**src/mc_params.svh**
```systemverilog
// Constants for the machine-check error classifier.
`ifndef MC_PARAMS_SVH
`define MC_PARAMS_SVH

// ****************************************************************
// Sizes
// ****************************************************************
`define MC_NUM_BANKS 4
`define MC_BANK_IDX_W 2
`define MC_NUM_CPUS 4
`define MC_CPU_IDX_W 2
`define MC_CODE_W 16

// ****************************************************************
// Reset values and fixed patterns
// ****************************************************************
`define MC_FLAGS_RESET 7'h00
`define MC_CODE_RESET 16'h0000
`define MC_ALL_CPUS 4'hF
`define MC_ONE_CPU 4'h1
`define MC_NO_CPUS 4'h0

`endif

```
**src/mc_pkg.sv**
```systemverilog
// Types shared by the machine-check error classifier modules.
`include "mc_params.svh"

package mc_pkg;

  // ****************************************************************
  // Bank status flags
  // ****************************************************************
  typedef struct packed {
    logic info_present_flag;
    logic overflow_flag;
    logic uncorrected_flag;
    logic enable_flag;
    logic context_corrupt_flag;
    logic signaled_flag;
    logic action_required_flag;
  } bank_flags_t;

  // ****************************************************************
  // Error classes
  // ****************************************************************
  typedef enum logic [2:0] {
    CLASS_NONE,
    CLASS_CORRECTED,
    CLASS_FATAL,
    CLASS_PASSIVE,
    CLASS_OPTIONAL,
    CLASS_REQUIRED
  } error_class_t;

endpackage

```
**src/bank_class_if.sv**
```systemverilog
// Interface carrying one bank's flags to its classifier and the class back.
interface bank_class_if;
  import mc_pkg::*;

  bank_flags_t flags;
  logic recovery_capable;
  error_class_t error_class;
  logic recoverable_uncorrected;

  modport store (
    output flags,
    output recovery_capable,
    input error_class,
    input recoverable_uncorrected
  );

  modport classify (
    input flags,
    input recovery_capable,
    output error_class,
    output recoverable_uncorrected
  );
endinterface

```
**src/bank_classifier.sv**
```systemverilog
// Combinational class decoder for one error-reporting bank.
module bank_classifier (
  bank_class_if.classify bank
);
  import mc_pkg::*;

  logic valid_uc;
  logic passive;

  assign valid_uc = bank.flags.info_present_flag &
                    bank.flags.uncorrected_flag;
  assign passive = ~bank.flags.context_corrupt_flag &
                   ~bank.flags.signaled_flag &
                   ~bank.flags.action_required_flag;

  // Enabled, uncorrupted, uncorrected errors are recoverable.
  assign bank.recoverable_uncorrected = valid_uc & bank.recovery_capable &
      bank.flags.enable_flag & ~bank.flags.context_corrupt_flag;

  always_comb begin
    if (!bank.flags.info_present_flag) begin
      bank.error_class = CLASS_NONE;
    end else if (!bank.flags.uncorrected_flag) begin
      bank.error_class = CLASS_CORRECTED;
    end else if (!bank.recovery_capable) begin
      bank.error_class = CLASS_FATAL;
    end else if (bank.flags.context_corrupt_flag) begin
      bank.error_class = CLASS_FATAL;
    end else if (passive) begin
      bank.error_class = CLASS_PASSIVE;
    end else if (!bank.flags.enable_flag) begin
      // A disabled error never caused an exception; software only logs it.
      bank.error_class = CLASS_PASSIVE;
    end else if (!bank.flags.signaled_flag) begin
      // Action required without signaled is an illegal combination.
      bank.error_class = CLASS_FATAL;
    end else if (bank.flags.action_required_flag) begin
      bank.error_class = CLASS_REQUIRED;
    end else begin
      bank.error_class = CLASS_OPTIONAL;
    end
  end
endmodule // bank_classifier

```
**src/machine_check_error_classifier.sv**
```systemverilog
// Machine-check bank logging, error classification and exception signalling.
//
// How it works
// - Without recovery support every uncorrected error is classed fatal.
// - With recovery support uncorrected errors may be classed recoverable.
// - Without local reporting an exception goes to every logical processor.
// - Local reporting, capable and enabled, targets only the own processor.
// - Each bank has a present flag; clear means no valid information.
// - Each bank has an uncorrected flag: zero corrected, one uncorrected.
// - Error-IP flag set only when saved pointer relates to the error.
// - Raising an exception sets in-progress; other vector 18 events do not.
// - Enabled uncorrected error with corrupt context: recovery impossible.
// - Restart-IP set only when restart at the saved pointer is reliable.
// - Uncorrected errors with enable clear never raise an exception when logged; consuming their data later can.
// - Present, uncorrected, enabled, uncorrupted: recoverable-uncorrected.
// - Uncorrected, no corrupt, signaled or action flag: corrected interrupt.
// - Consuming passive corrupt data raises an action-required exception.
// - Signaled recoverable errors come by exception; action flag subtypes.
// - Signaled without action-required is optional; code held in bank.
// - Software clears in-progress; exception while set causes shutdown.
`include "mc_params.svh"

module machine_check_error_classifier (
  input wire logic clock,
  input wire logic srst,
  input wire logic recovery_capable,
  input wire logic local_report_capable,
  input wire logic local_report_enable,
  input wire logic [`MC_CPU_IDX_W-1:0] own_cpu_index,
  input wire logic err_valid,
  input wire logic [`MC_BANK_IDX_W-1:0] err_bank,
  input wire mc_pkg::bank_flags_t err_flags,
  input wire logic [`MC_CODE_W-1:0] err_code,
  input wire logic ctx_restart_ok,
  input wire logic ctx_ip_related,
  input wire logic consume_valid,
  input wire logic [`MC_BANK_IDX_W-1:0] consume_bank,
  input wire logic [`MC_NUM_BANKS-1:0] bank_clear,
  input wire logic clear_in_progress,
  output mc_pkg::bank_flags_t [`MC_NUM_BANKS-1:0] bank_state,
  output logic [`MC_NUM_BANKS-1:0][`MC_CODE_W-1:0] bank_code,
  output mc_pkg::error_class_t [`MC_NUM_BANKS-1:0] bank_class,
  output logic [`MC_NUM_BANKS-1:0] recoverable_uncorrected,
  output logic recovery_impossible,
  output logic restart_ip_ok,
  output logic error_ip_related,
  output logic exception_in_progress,
  output logic shutdown,
  output logic check_exception,
  output logic [`MC_NUM_CPUS-1:0] check_targets,
  output logic corrected_error_interrupt
);
  import mc_pkg::*;

  // ****************************************************************
  // Storage
  // ****************************************************************
  bank_flags_t [`MC_NUM_BANKS-1:0] flags_q;
  logic [`MC_NUM_BANKS-1:0][`MC_CODE_W-1:0] code_q;
  logic in_progress_q;
  logic restart_q;
  logic ip_related_q;
  logic shutdown_q;
  logic check_q;
  logic [`MC_NUM_CPUS-1:0] targets_q;
  logic corrected_error_interrupt_q;

  // ****************************************************************
  // Incoming error shaping
  // ****************************************************************
  bank_flags_t new_flags;
  logic new_passive;
  logic new_raise;
  logic new_corrected_error_interrupt;
  logic new_corrupt;

  always_comb begin
    new_flags = err_flags;
    new_flags.info_present_flag = 1'b1;
    new_flags.overflow_flag = 1'b0;
    if (new_flags.uncorrected_flag && !recovery_capable) begin
      // No recoverable classes exist: mark the context lost.
      new_flags.context_corrupt_flag = 1'b1;
      new_flags.signaled_flag = 1'b0;
      new_flags.action_required_flag = 1'b0;
    end
    if (new_flags.uncorrected_flag && new_flags.enable_flag &&
        !new_flags.context_corrupt_flag &&
        (new_flags.action_required_flag || new_flags.signaled_flag)) begin
      // Recoverable errors of the exception path are always signaled.
      new_flags.signaled_flag = 1'b1;
    end
  end

  assign new_passive = new_flags.uncorrected_flag &
                       ~new_flags.context_corrupt_flag &
                       ~new_flags.signaled_flag &
                       ~new_flags.action_required_flag;

  // Only enabled, non-passive uncorrected errors trap.
  assign new_raise = err_valid & new_flags.uncorrected_flag &
                     new_flags.enable_flag & ~new_passive;

  // Corrected and passive errors take the interrupt path.
  assign new_corrected_error_interrupt = err_valid &
                    (~new_flags.uncorrected_flag | new_passive);

  assign new_corrupt = new_flags.context_corrupt_flag;

  // ****************************************************************
  // Consumption of poisoned data
  // ****************************************************************
  bank_flags_t cons_flags;
  logic cons_hit;

  assign cons_flags = flags_q[consume_bank];
  assign cons_hit = consume_valid & (bank_class[consume_bank] ==
                                     CLASS_PASSIVE) &
                    ~cons_flags.signaled_flag;

  // ****************************************************************
  // Bank registers
  // ****************************************************************
  always_ff @(posedge clock) begin
    if (srst) begin
      for (int b = 0; b < `MC_NUM_BANKS; b++) begin
        flags_q[b] <= `MC_FLAGS_RESET;
        code_q[b] <= `MC_CODE_RESET;
      end
    end else begin
      for (int b = 0; b < `MC_NUM_BANKS; b++) begin
        // A clear and a new error in one cycle: the error survives.
        if (bank_clear[b]) begin
          flags_q[b] <= `MC_FLAGS_RESET;
        end
        if (err_valid && err_bank == b[`MC_BANK_IDX_W-1:0]) begin
          if (!bank_clear[b] && flags_q[b].info_present_flag) begin
            // Keep an older uncorrected record over a newer corrected one.
            if (flags_q[b].uncorrected_flag &&
                !new_flags.uncorrected_flag) begin
              flags_q[b].overflow_flag <= 1'b1;
            end else begin
              flags_q[b] <= new_flags;
              flags_q[b].overflow_flag <= 1'b1;
              code_q[b] <= err_code;
            end
          end else begin
            flags_q[b] <= new_flags;
            code_q[b] <= err_code;
          end
        end else if (cons_hit && consume_bank == b[`MC_BANK_IDX_W-1:0] &&
                     !bank_clear[b]) begin
          flags_q[b].enable_flag <= 1'b1;
          flags_q[b].signaled_flag <= 1'b1;
          flags_q[b].action_required_flag <= 1'b1;
        end
      end
    end
  end

  // ****************************************************************
  // Classification
  // ****************************************************************
  genvar g;
  generate
    for (g = 0; g < `MC_NUM_BANKS; g++) begin : gen_bank
      bank_class_if bank_bus ();

      assign bank_bus.flags = flags_q[g];
      assign bank_bus.recovery_capable = recovery_capable;
      assign bank_class[g] = bank_bus.error_class;
      assign recoverable_uncorrected[g] = bank_bus.recoverable_uncorrected;

      bank_classifier u_classifier (
        .bank (bank_bus.classify)
      );
    end
  endgenerate

  // An enabled uncorrected error with corrupt context anywhere.
  always_comb begin
    recovery_impossible = 1'b0;
    for (int b = 0; b < `MC_NUM_BANKS; b++) begin
      if (flags_q[b].info_present_flag && flags_q[b].uncorrected_flag &&
          flags_q[b].enable_flag && flags_q[b].context_corrupt_flag) begin
        recovery_impossible = 1'b1;
      end
    end
  end

  // ****************************************************************
  // Exception sequencing
  // ****************************************************************
  logic raise;
  logic recursion;
  logic raise_corrupt;

  assign raise = new_raise | cons_hit;
  // A clear in the same cycle means the handler has already returned.
  assign recursion = raise & in_progress_q & ~clear_in_progress;
  assign raise_corrupt = new_raise & new_corrupt;

  // Only a generated exception sets this; a software vector 18 never does.
  always_ff @(posedge clock) begin
    if (srst) begin
      in_progress_q <= 1'b0;
    end else if (raise && !recursion && !shutdown_q) begin
      in_progress_q <= 1'b1;
    end else if (clear_in_progress) begin
      in_progress_q <= 1'b0;
    end
  end

  always_ff @(posedge clock) begin
    if (srst) begin
      shutdown_q <= 1'b0;
    end else if (recursion) begin
      shutdown_q <= 1'b1;
    end
  end

  always_ff @(posedge clock) begin
    if (srst) begin
      restart_q <= 1'b0;
      ip_related_q <= 1'b0;
    end else if (raise && !recursion && !shutdown_q) begin
      restart_q <= ctx_restart_ok & ~raise_corrupt;
      ip_related_q <= ctx_ip_related;
    end else if (clear_in_progress) begin
      restart_q <= 1'b0;
      ip_related_q <= 1'b0;
    end
  end

  // ****************************************************************
  // Delivery
  // ****************************************************************
  logic [`MC_NUM_CPUS-1:0] local_mask;

  assign local_mask = `MC_ONE_CPU << own_cpu_index;

  always_ff @(posedge clock) begin
    if (srst) begin
      check_q <= 1'b0;
      targets_q <= `MC_NO_CPUS;
    end else begin
      check_q <= raise & ~recursion & ~shutdown_q;
      if (raise && !recursion && !shutdown_q) begin
        if (local_report_capable && local_report_enable) begin
          targets_q <= local_mask;
        end else begin
          targets_q <= `MC_ALL_CPUS;
        end
      end
    end
  end

  always_ff @(posedge clock) begin
    if (srst) begin
      corrected_error_interrupt_q <= 1'b0;
    end else begin
      corrected_error_interrupt_q <= new_corrected_error_interrupt & ~shutdown_q;
    end
  end

  // ****************************************************************
  // Outputs
  // ****************************************************************
  assign bank_state = flags_q;
  assign bank_code = code_q;
  assign restart_ip_ok = restart_q;
  assign error_ip_related = ip_related_q;
  assign exception_in_progress = in_progress_q;
  assign shutdown = shutdown_q;
  assign check_exception = check_q;
  assign check_targets = targets_q;
  assign corrected_error_interrupt = corrected_error_interrupt_q;

endmodule // machine_check_error_classifier

```
**config.mk**
```make
export PLATFORM = sky130hd
export DESIGN_NAME = machine_check_error_classifier
export DESIGN_NICKNAME = d
export VERILOG_FILES = /design/src/mc_pkg.sv /design/src/bank_class_if.sv /design/src/bank_classifier.sv /design/src/machine_check_error_classifier.sv
export VERILOG_INCLUDE_DIRS = /design/src
export SDC_FILE = /design/constraint.sdc
export NUM_CORES = 1
export LEC_CHECK = 0
export ABC_CLOCK_PERIOD_IN_PS = 5400
export BUFFER_PORTS_ARGS = -buffer_cell sky130_fd_sc_hd__buf_2
export CORE_MARGIN = 1.5
export CORE_UTILIZATION = 35
export CTS_BUF_LIST = sky130_fd_sc_hd__clkbuf_16
export DETAILED_ROUTE_END_ITERATION = 10
export GPL_ROUTABILITY_DRIVEN = 0
export PLACE_DENSITY = 0.7
export SYNTH_ARGS = -nofsm -noshare
export SYNTH_HDL_FRONTEND = slang
export SYNTH_SLANG_ARGS = --single-unit
```
**constraint.sdc**
```tcl
create_clock -name clock -period 5.4 [get_ports clock]
set_input_delay 1.62 -clock clock [delete_from_list [all_inputs] [get_ports clock]]
set_output_delay 1.62 -clock clock [all_outputs]
set_load 0.02 [all_outputs]
```
Word-level counts from Yosys, hierarchy flattened
Index checks and enable logic that the tools add are counted.

Register bits after elaboration: 102. Output and inout bits: 119. Logic and storage cells: 271. Input port bits: 43.

Eq/ne operators: 11. Reduce and logical (&&, ||, !) cells: 60. Mux-type cells: 95. Order comparisons: 1. Bitwise logic cells: 64. Shift-type cells: 1.

Operators by type and width (number): two-way mux 16 bit (8); two-way mux 3 bit (34); two-way mux 7 bit (8); AND 1 bit (40); logical AND 1 bit (39); two-way mux 1 bit (29); inverter 1 bit (22); two-way mux 5 bit (4); two-way mux 2 bit (9); binary-select mux 7 bit (select 2 bit) (1); nonzero test 2 bit (5); zero test 1 bit (9); == test 2 bit, second input constant (4); != test 2 bit, second input constant (4); AND reduction 2 bit (4); binary-select mux 3 bit (select 2 bit) (1); == test 2 x 1 -> 1 bit, second input constant (2); zero test 2 bit (2); two-way mux 4 bit (1); left shift 1 x 2 -> 4 bit, first input constant (1); == test 3 x 2 -> 1 bit, second input constant (1); less-than comparator 2 x 3 -> 1 bit, second input constant (1); bitwise OR 1 bit (2); logical OR 1 bit (1).

Longest topological paths before layout
Depth in word-level cells: 20. Mapped depth: 7. Depth with buffers taken out: 5.

By module
Synthesis repeated with hierarchy kept, for this count alone.

Cell total of the unflattened synthesis: 531. Area total of the unflattened synthesis: 4296.6 µm².

By module, submodules not included: machine_check_error_classifier (cells each 491, times used 1, seq. area each 2042.0 µm², area each 4036.4 µm²); bank_classifier (cells each 10, times used 4, seq. area each 0.0 µm², area each 65.1 µm²).

Worst setup path before layout
OpenSTA, ideal clock, no wires.

Path type: register to output. From: register flags_q, in the netlist bank_state[1]. To: output bank_class[0] (netlist bit). Cell stages (with the launch flop): 3. Data required time: 3780 ps. Path buffers: 0. Slack: 2449 ps. Arrival time: 1331 ps. Cells stage by stage: dfxtp_1 xor2_1 a221oi_1.

RTL lines: start: declaration (line machine_check_error_classifier.sv:58) `` bank_flags_t [`MC_NUM_BANKS-1:0] flags_q; ``; start signal: indexed assignment (line machine_check_error_classifier.sv:127) `` flags_q[b] <= `MC_FLAGS_RESET; ``; start signal: indexed assignment (line machine_check_error_classifier.sv:134) `` flags_q[b] <= `MC_FLAGS_RESET; ``; start signal: indexed assignment (line machine_check_error_classifier.sv:143) `flags_q[b] <= new_flags;`; end: declaration (line machine_check_error_classifier.sv:42) `` output mc_pkg::error_class_t [`MC_NUM_BANKS-1:0] bank_class, ``.

==> results.md <==
* Transition time at the pin with the least slew margin at 1.061 ns
* CTS Root Buffer Type: sky130_fd_sc_hd__clkbuf_16
* Clock period minus worst slack at 4.289 ns
* Maximum clock skew at final layout at 0.007965 ns
* Flop pwr share at 49.5%
* Number of synthesized register bits at 102
* Worst Path Class, Setup: input port to output port
* Number of remaining DRC errors at 0
* Detailed Route Iter0 Violations at 342
* Depth of the CTS H-tree at 3
* Flip-flop and latch area at 0.002042 sq mm
* Normalized max-slew margin at 29.30%
* Internal power component at 1.186 mW
* Worst path slowest cell: sky130_fd_sc_hd__a221oi_1
* Count of cell types in the netlist at 55
* Die Area at 0.01295 sq mm
* Static power due to leakage at 2.458 nW
* Worst-path clk slew at 0.07 ns
* Post-detailed-route via-to-cell ratio at 5.297
* Total Nets Final at 719
* Required time of the critical path at 3.78 ns
* Count of input and output buffers at 159
* TritonCTS clock tree: built
* Die width at 113.8 um
* Total of hold buffers inserted after clock tree synthesis at 0
* Combinational family with the most area after synthesis: simple AND/OR/NAND/NOR gates
* Initial antenna violation count at 0
* Result of the run: finished, final reports clean
* Total cell area at the placement stage at 0.005177 sq mm
* Worst slack at placement at 1.116 ns
* Initial Util at 35.77%
* Filler Cells Inserted at 1,223
* Fmax at 233.2 MHz
* Die span in y at 113.8 um
* Netlist Area Pre-Place at 0.004297 sq mm
* Minimum setup slack in the final design at 1.111 ns
* Share of the clock period used by the worst path after layout at 79.43%
* Post-synthesis instance total at 536
* Antenna diode count at 0
* Final Max Slew Viols at 0
* Fraction of synthesized area in multiplexers at 2.970%
* Detail Route Antenna Nets at 0
* Main synth FF type: sky130_fd_sc_hd__dfxtp_1
* Clock group share of total power at 39.3%
* NetSw at 0.4135 mW
* Syn nets at 579
* Series of cell instances along the critical path: buf_2 > or2b_1 > a221oi_1 > buf_2
* Share of post-route cells with drive strength above 1 at 27.65%
* Unrepaired setup endpoints after global routing: false
* Cell taking the most area after synthesis: sky130_fd_sc_hd__dfxtp_1
* Total area of multi-input combinational cells at 0.002112 sq mm
* Finished Layout Cells at 827
* Drt pass-1 iters at 5
* Worst-case clock buffer depth at 2
* Clock buffer count from CTS at 9
* Total detailed-routing wirelength at 13.00 mm
* Power per unit of standard cell area at 293.1 mW/mm^2
* Maximum single-stage delay on the critical path at 0.37 ns
* Number of hold violations in the final report at 0
* Via count at 4,381
* Pin count of the biggest net entering global routing at 108
* Per-instance average area after synthesis at 8.016 sq um
* DP Wirelength at 9.200 mm
* Area overhead of the layout relative to synthesis at 27.02%
* Type of the tightest min-delay check: register to register
* Fraction of power consumed by combinational cells at 11.2%
* Synth Area in XOR/XNOR at 0.8154%
* Post-cts repair resize count at 0
* Maximum fanout along the worst path at 8
* Overall overflow remaining after global route at 0
* Total setup violations reported at the end of the flow at 0
* Share of the core filled with cells at 45.44%
* Total GRT Usage at 19.74%
* Simple-gate portion of the synthesized area at 27.23%
* Wire length of the first global-routing pass at 20.20 mm
* Sum of negative setup slack at 0 ns
* Routed wire length per instance at 15.71 um
* Top-Level Pins at 162
* Post-synthesis sequential area ratio at 47.52%
* Area of the core at 0.01201 sq mm
* Area contributors post-synth: sky130_fd_sc_hd__dfxtp_1, sky130_fd_sc_hd__nand2_1, sky130_fd_sc_hd__a21oi_1, sky130_fd_sc_hd__clkbuf_1, sky130_fd_sc_hd__mux2i_1
* Sw frac at 25.85%
* Commonest non-fill, non-tap cells in the layout: sky130_fd_sc_hd__nand2_1, sky130_fd_sc_hd__buf_2, sky130_fd_sc_hd__dfxtp_1
* Placed instance count at 812
* Async set or reset register ratio after synthesis at 0%
* Clock latency on the worst-skew pair at 0.34 ns
* Most frequent standard cell in the layout excluding fill and tap cells: sky130_fd_sc_hd__nand2_1
* Number of global-route vias before repair at 3,965
* Area share of fa/ha/maj cells after synthesis at 0%
* Worst supply voltage drop on vdd at 0.1827 mV
* Critical path startpoint category: input port
* WP data arrival at 2.67 ns
* Yosys Warn Count at 0
* Cell area after layout at 0.005458 sq mm
* Post-synth EDFFs at 0
* CTS Sinks at 102
* Total setup buffers inserted after CTS at 0
* Share of the synthesized area in the top cell type at 47.52%
* Most prevalent standard cell on the critical path: sky130_fd_sc_hd__buf_2
* Critical Path Sink Type: output port
* Compound-Gate Fraction of Synth Area at 17.44%
* Max Cap Violations at 0
* Num rows at 40
power by group through the flow:
stage	clock network, mW	logic, mW	registers (mW)
finish	0.629	0.179	0.792
global route	0.671	0.194	0.794
CTS	0.642	0.178	0.792
detailed placement	0	0.178	0.809
global placement	0	0.175	0.807
floorplan	0	0.0756	0.835
layer usage:
| metal | global-route usage (%) | share of wire [%] | vias to the layer above | wire [um] |
|---|---|---|---|---|
| met5 | 0 | 0 | - | 0 |
| met4 | 7.583 | 1.2 | 0 | 158 |
| met3 | 4.782 | 7.8 | 13 | 1017 |
| met2 | 31.97 | 48 | 189 | 6187 |
| met1 | 25.51 | 43 | 2074 | 5633 |
| li1 | - | - | 2105 | - |
cell usage after synthesis, types with 3 or more instances:
master	n
sky130_fd_sc_hd__nand2_1	161
sky130_fd_sc_hd__dfxtp_1	102
sky130_fd_sc_hd__a21oi_1	83
sky130_fd_sc_hd__clkbuf_1	26
sky130_fd_sc_hd__nor2_1	21
sky130_fd_sc_hd__nand2b_1	13
sky130_fd_sc_hd__and2_1	10
sky130_fd_sc_hd__inv_1	9
sky130_fd_sc_hd__mux2i_1	9
sky130_fd_sc_hd__nand3_1	9
sky130_fd_sc_hd__nor3_1	8
sky130_fd_sc_hd__nor2b_1	7
sky130_fd_sc_hd__buf_4	4
sky130_fd_sc_hd__nand3b_1	4
sky130_fd_sc_hd__o21ai_0	4
sky130_fd_sc_hd__a2111oi_1	3
sky130_fd_sc_hd__a221oi_1	3
sky130_fd_sc_hd__and3b_1	3
sky130_fd_sc_hd__o211ai_1	3
sky130_fd_sc_hd__o21bai_1	3
sky130_fd_sc_hd__o221a_2	3
sky130_fd_sc_hd__xor2_1	3
kinds of logic after synthesis:
family	after synthesis
and+or+nand+nor	255
AOI/OAI and AO/OA	123
DFF	102
buffers and inverters	40
muxes	12
xor gates and xnor gates	4
worst max-delay path, delay by kind of cell:
family                 cells  cell delay, ns
AND/OR/NAND/NOR            1            0.27
buffers and inverters      2            0.41
AO/OA/AOI/OAI              1            0.37
flip-flops by register name, indices dropped and copies added, names as in the netlist:
register and flops:
check_exception 1, error_ip_related 1, exception_in_progress 1, check_targets 4, bank_code 64, corrected_error_interrupt 1
shutdown 1, bank_state 28, restart_ip_ok 1
final timing paths:
check                                           startpoint                             to  slack (ns)  cells past startpoint
worst max register to register    bank_state[6]$_SDFF_PP0_  check_targets[3]$_SDFFE_PP0P_        3.01                      5
worst max-delay path                      recovery_capable                  bank_class[3]        1.11                      4
worst min-delay path            bank_code[27]$_SDFFE_PP0P_     bank_code[27]$_SDFFE_PP0P_        0.45                      2
worst min register to register  bank_code[27]$_SDFFE_PP0P_     bank_code[27]$_SDFFE_PP0P_        0.45                      2
cell type report:
cell class	count	area share (%)
well taps	147	3.370
repair buffers	160	14.76
inverters	9	0.6190
multi-input cells	394	38.70
clock inverters	6	1.009
clock buffers	9	4.127
flip-flops and latches	102	37.41
metrics by stage:
| stage | power (mW) | hold WS, ns |
|---|---|---|
| after floorplan | 0.9103 | 0.5345 |
| after global placement | 0.9820 | 0.4389 |
| after detailed placement | 0.9865 | 0.4442 |
| after CTS | 1.612 | 0.4540 |
| after global routing | 1.659 | 0.4661 |
| final | 1.599 | 0.4533 |
No activity file was read; power rests on OpenSTA's default activity.
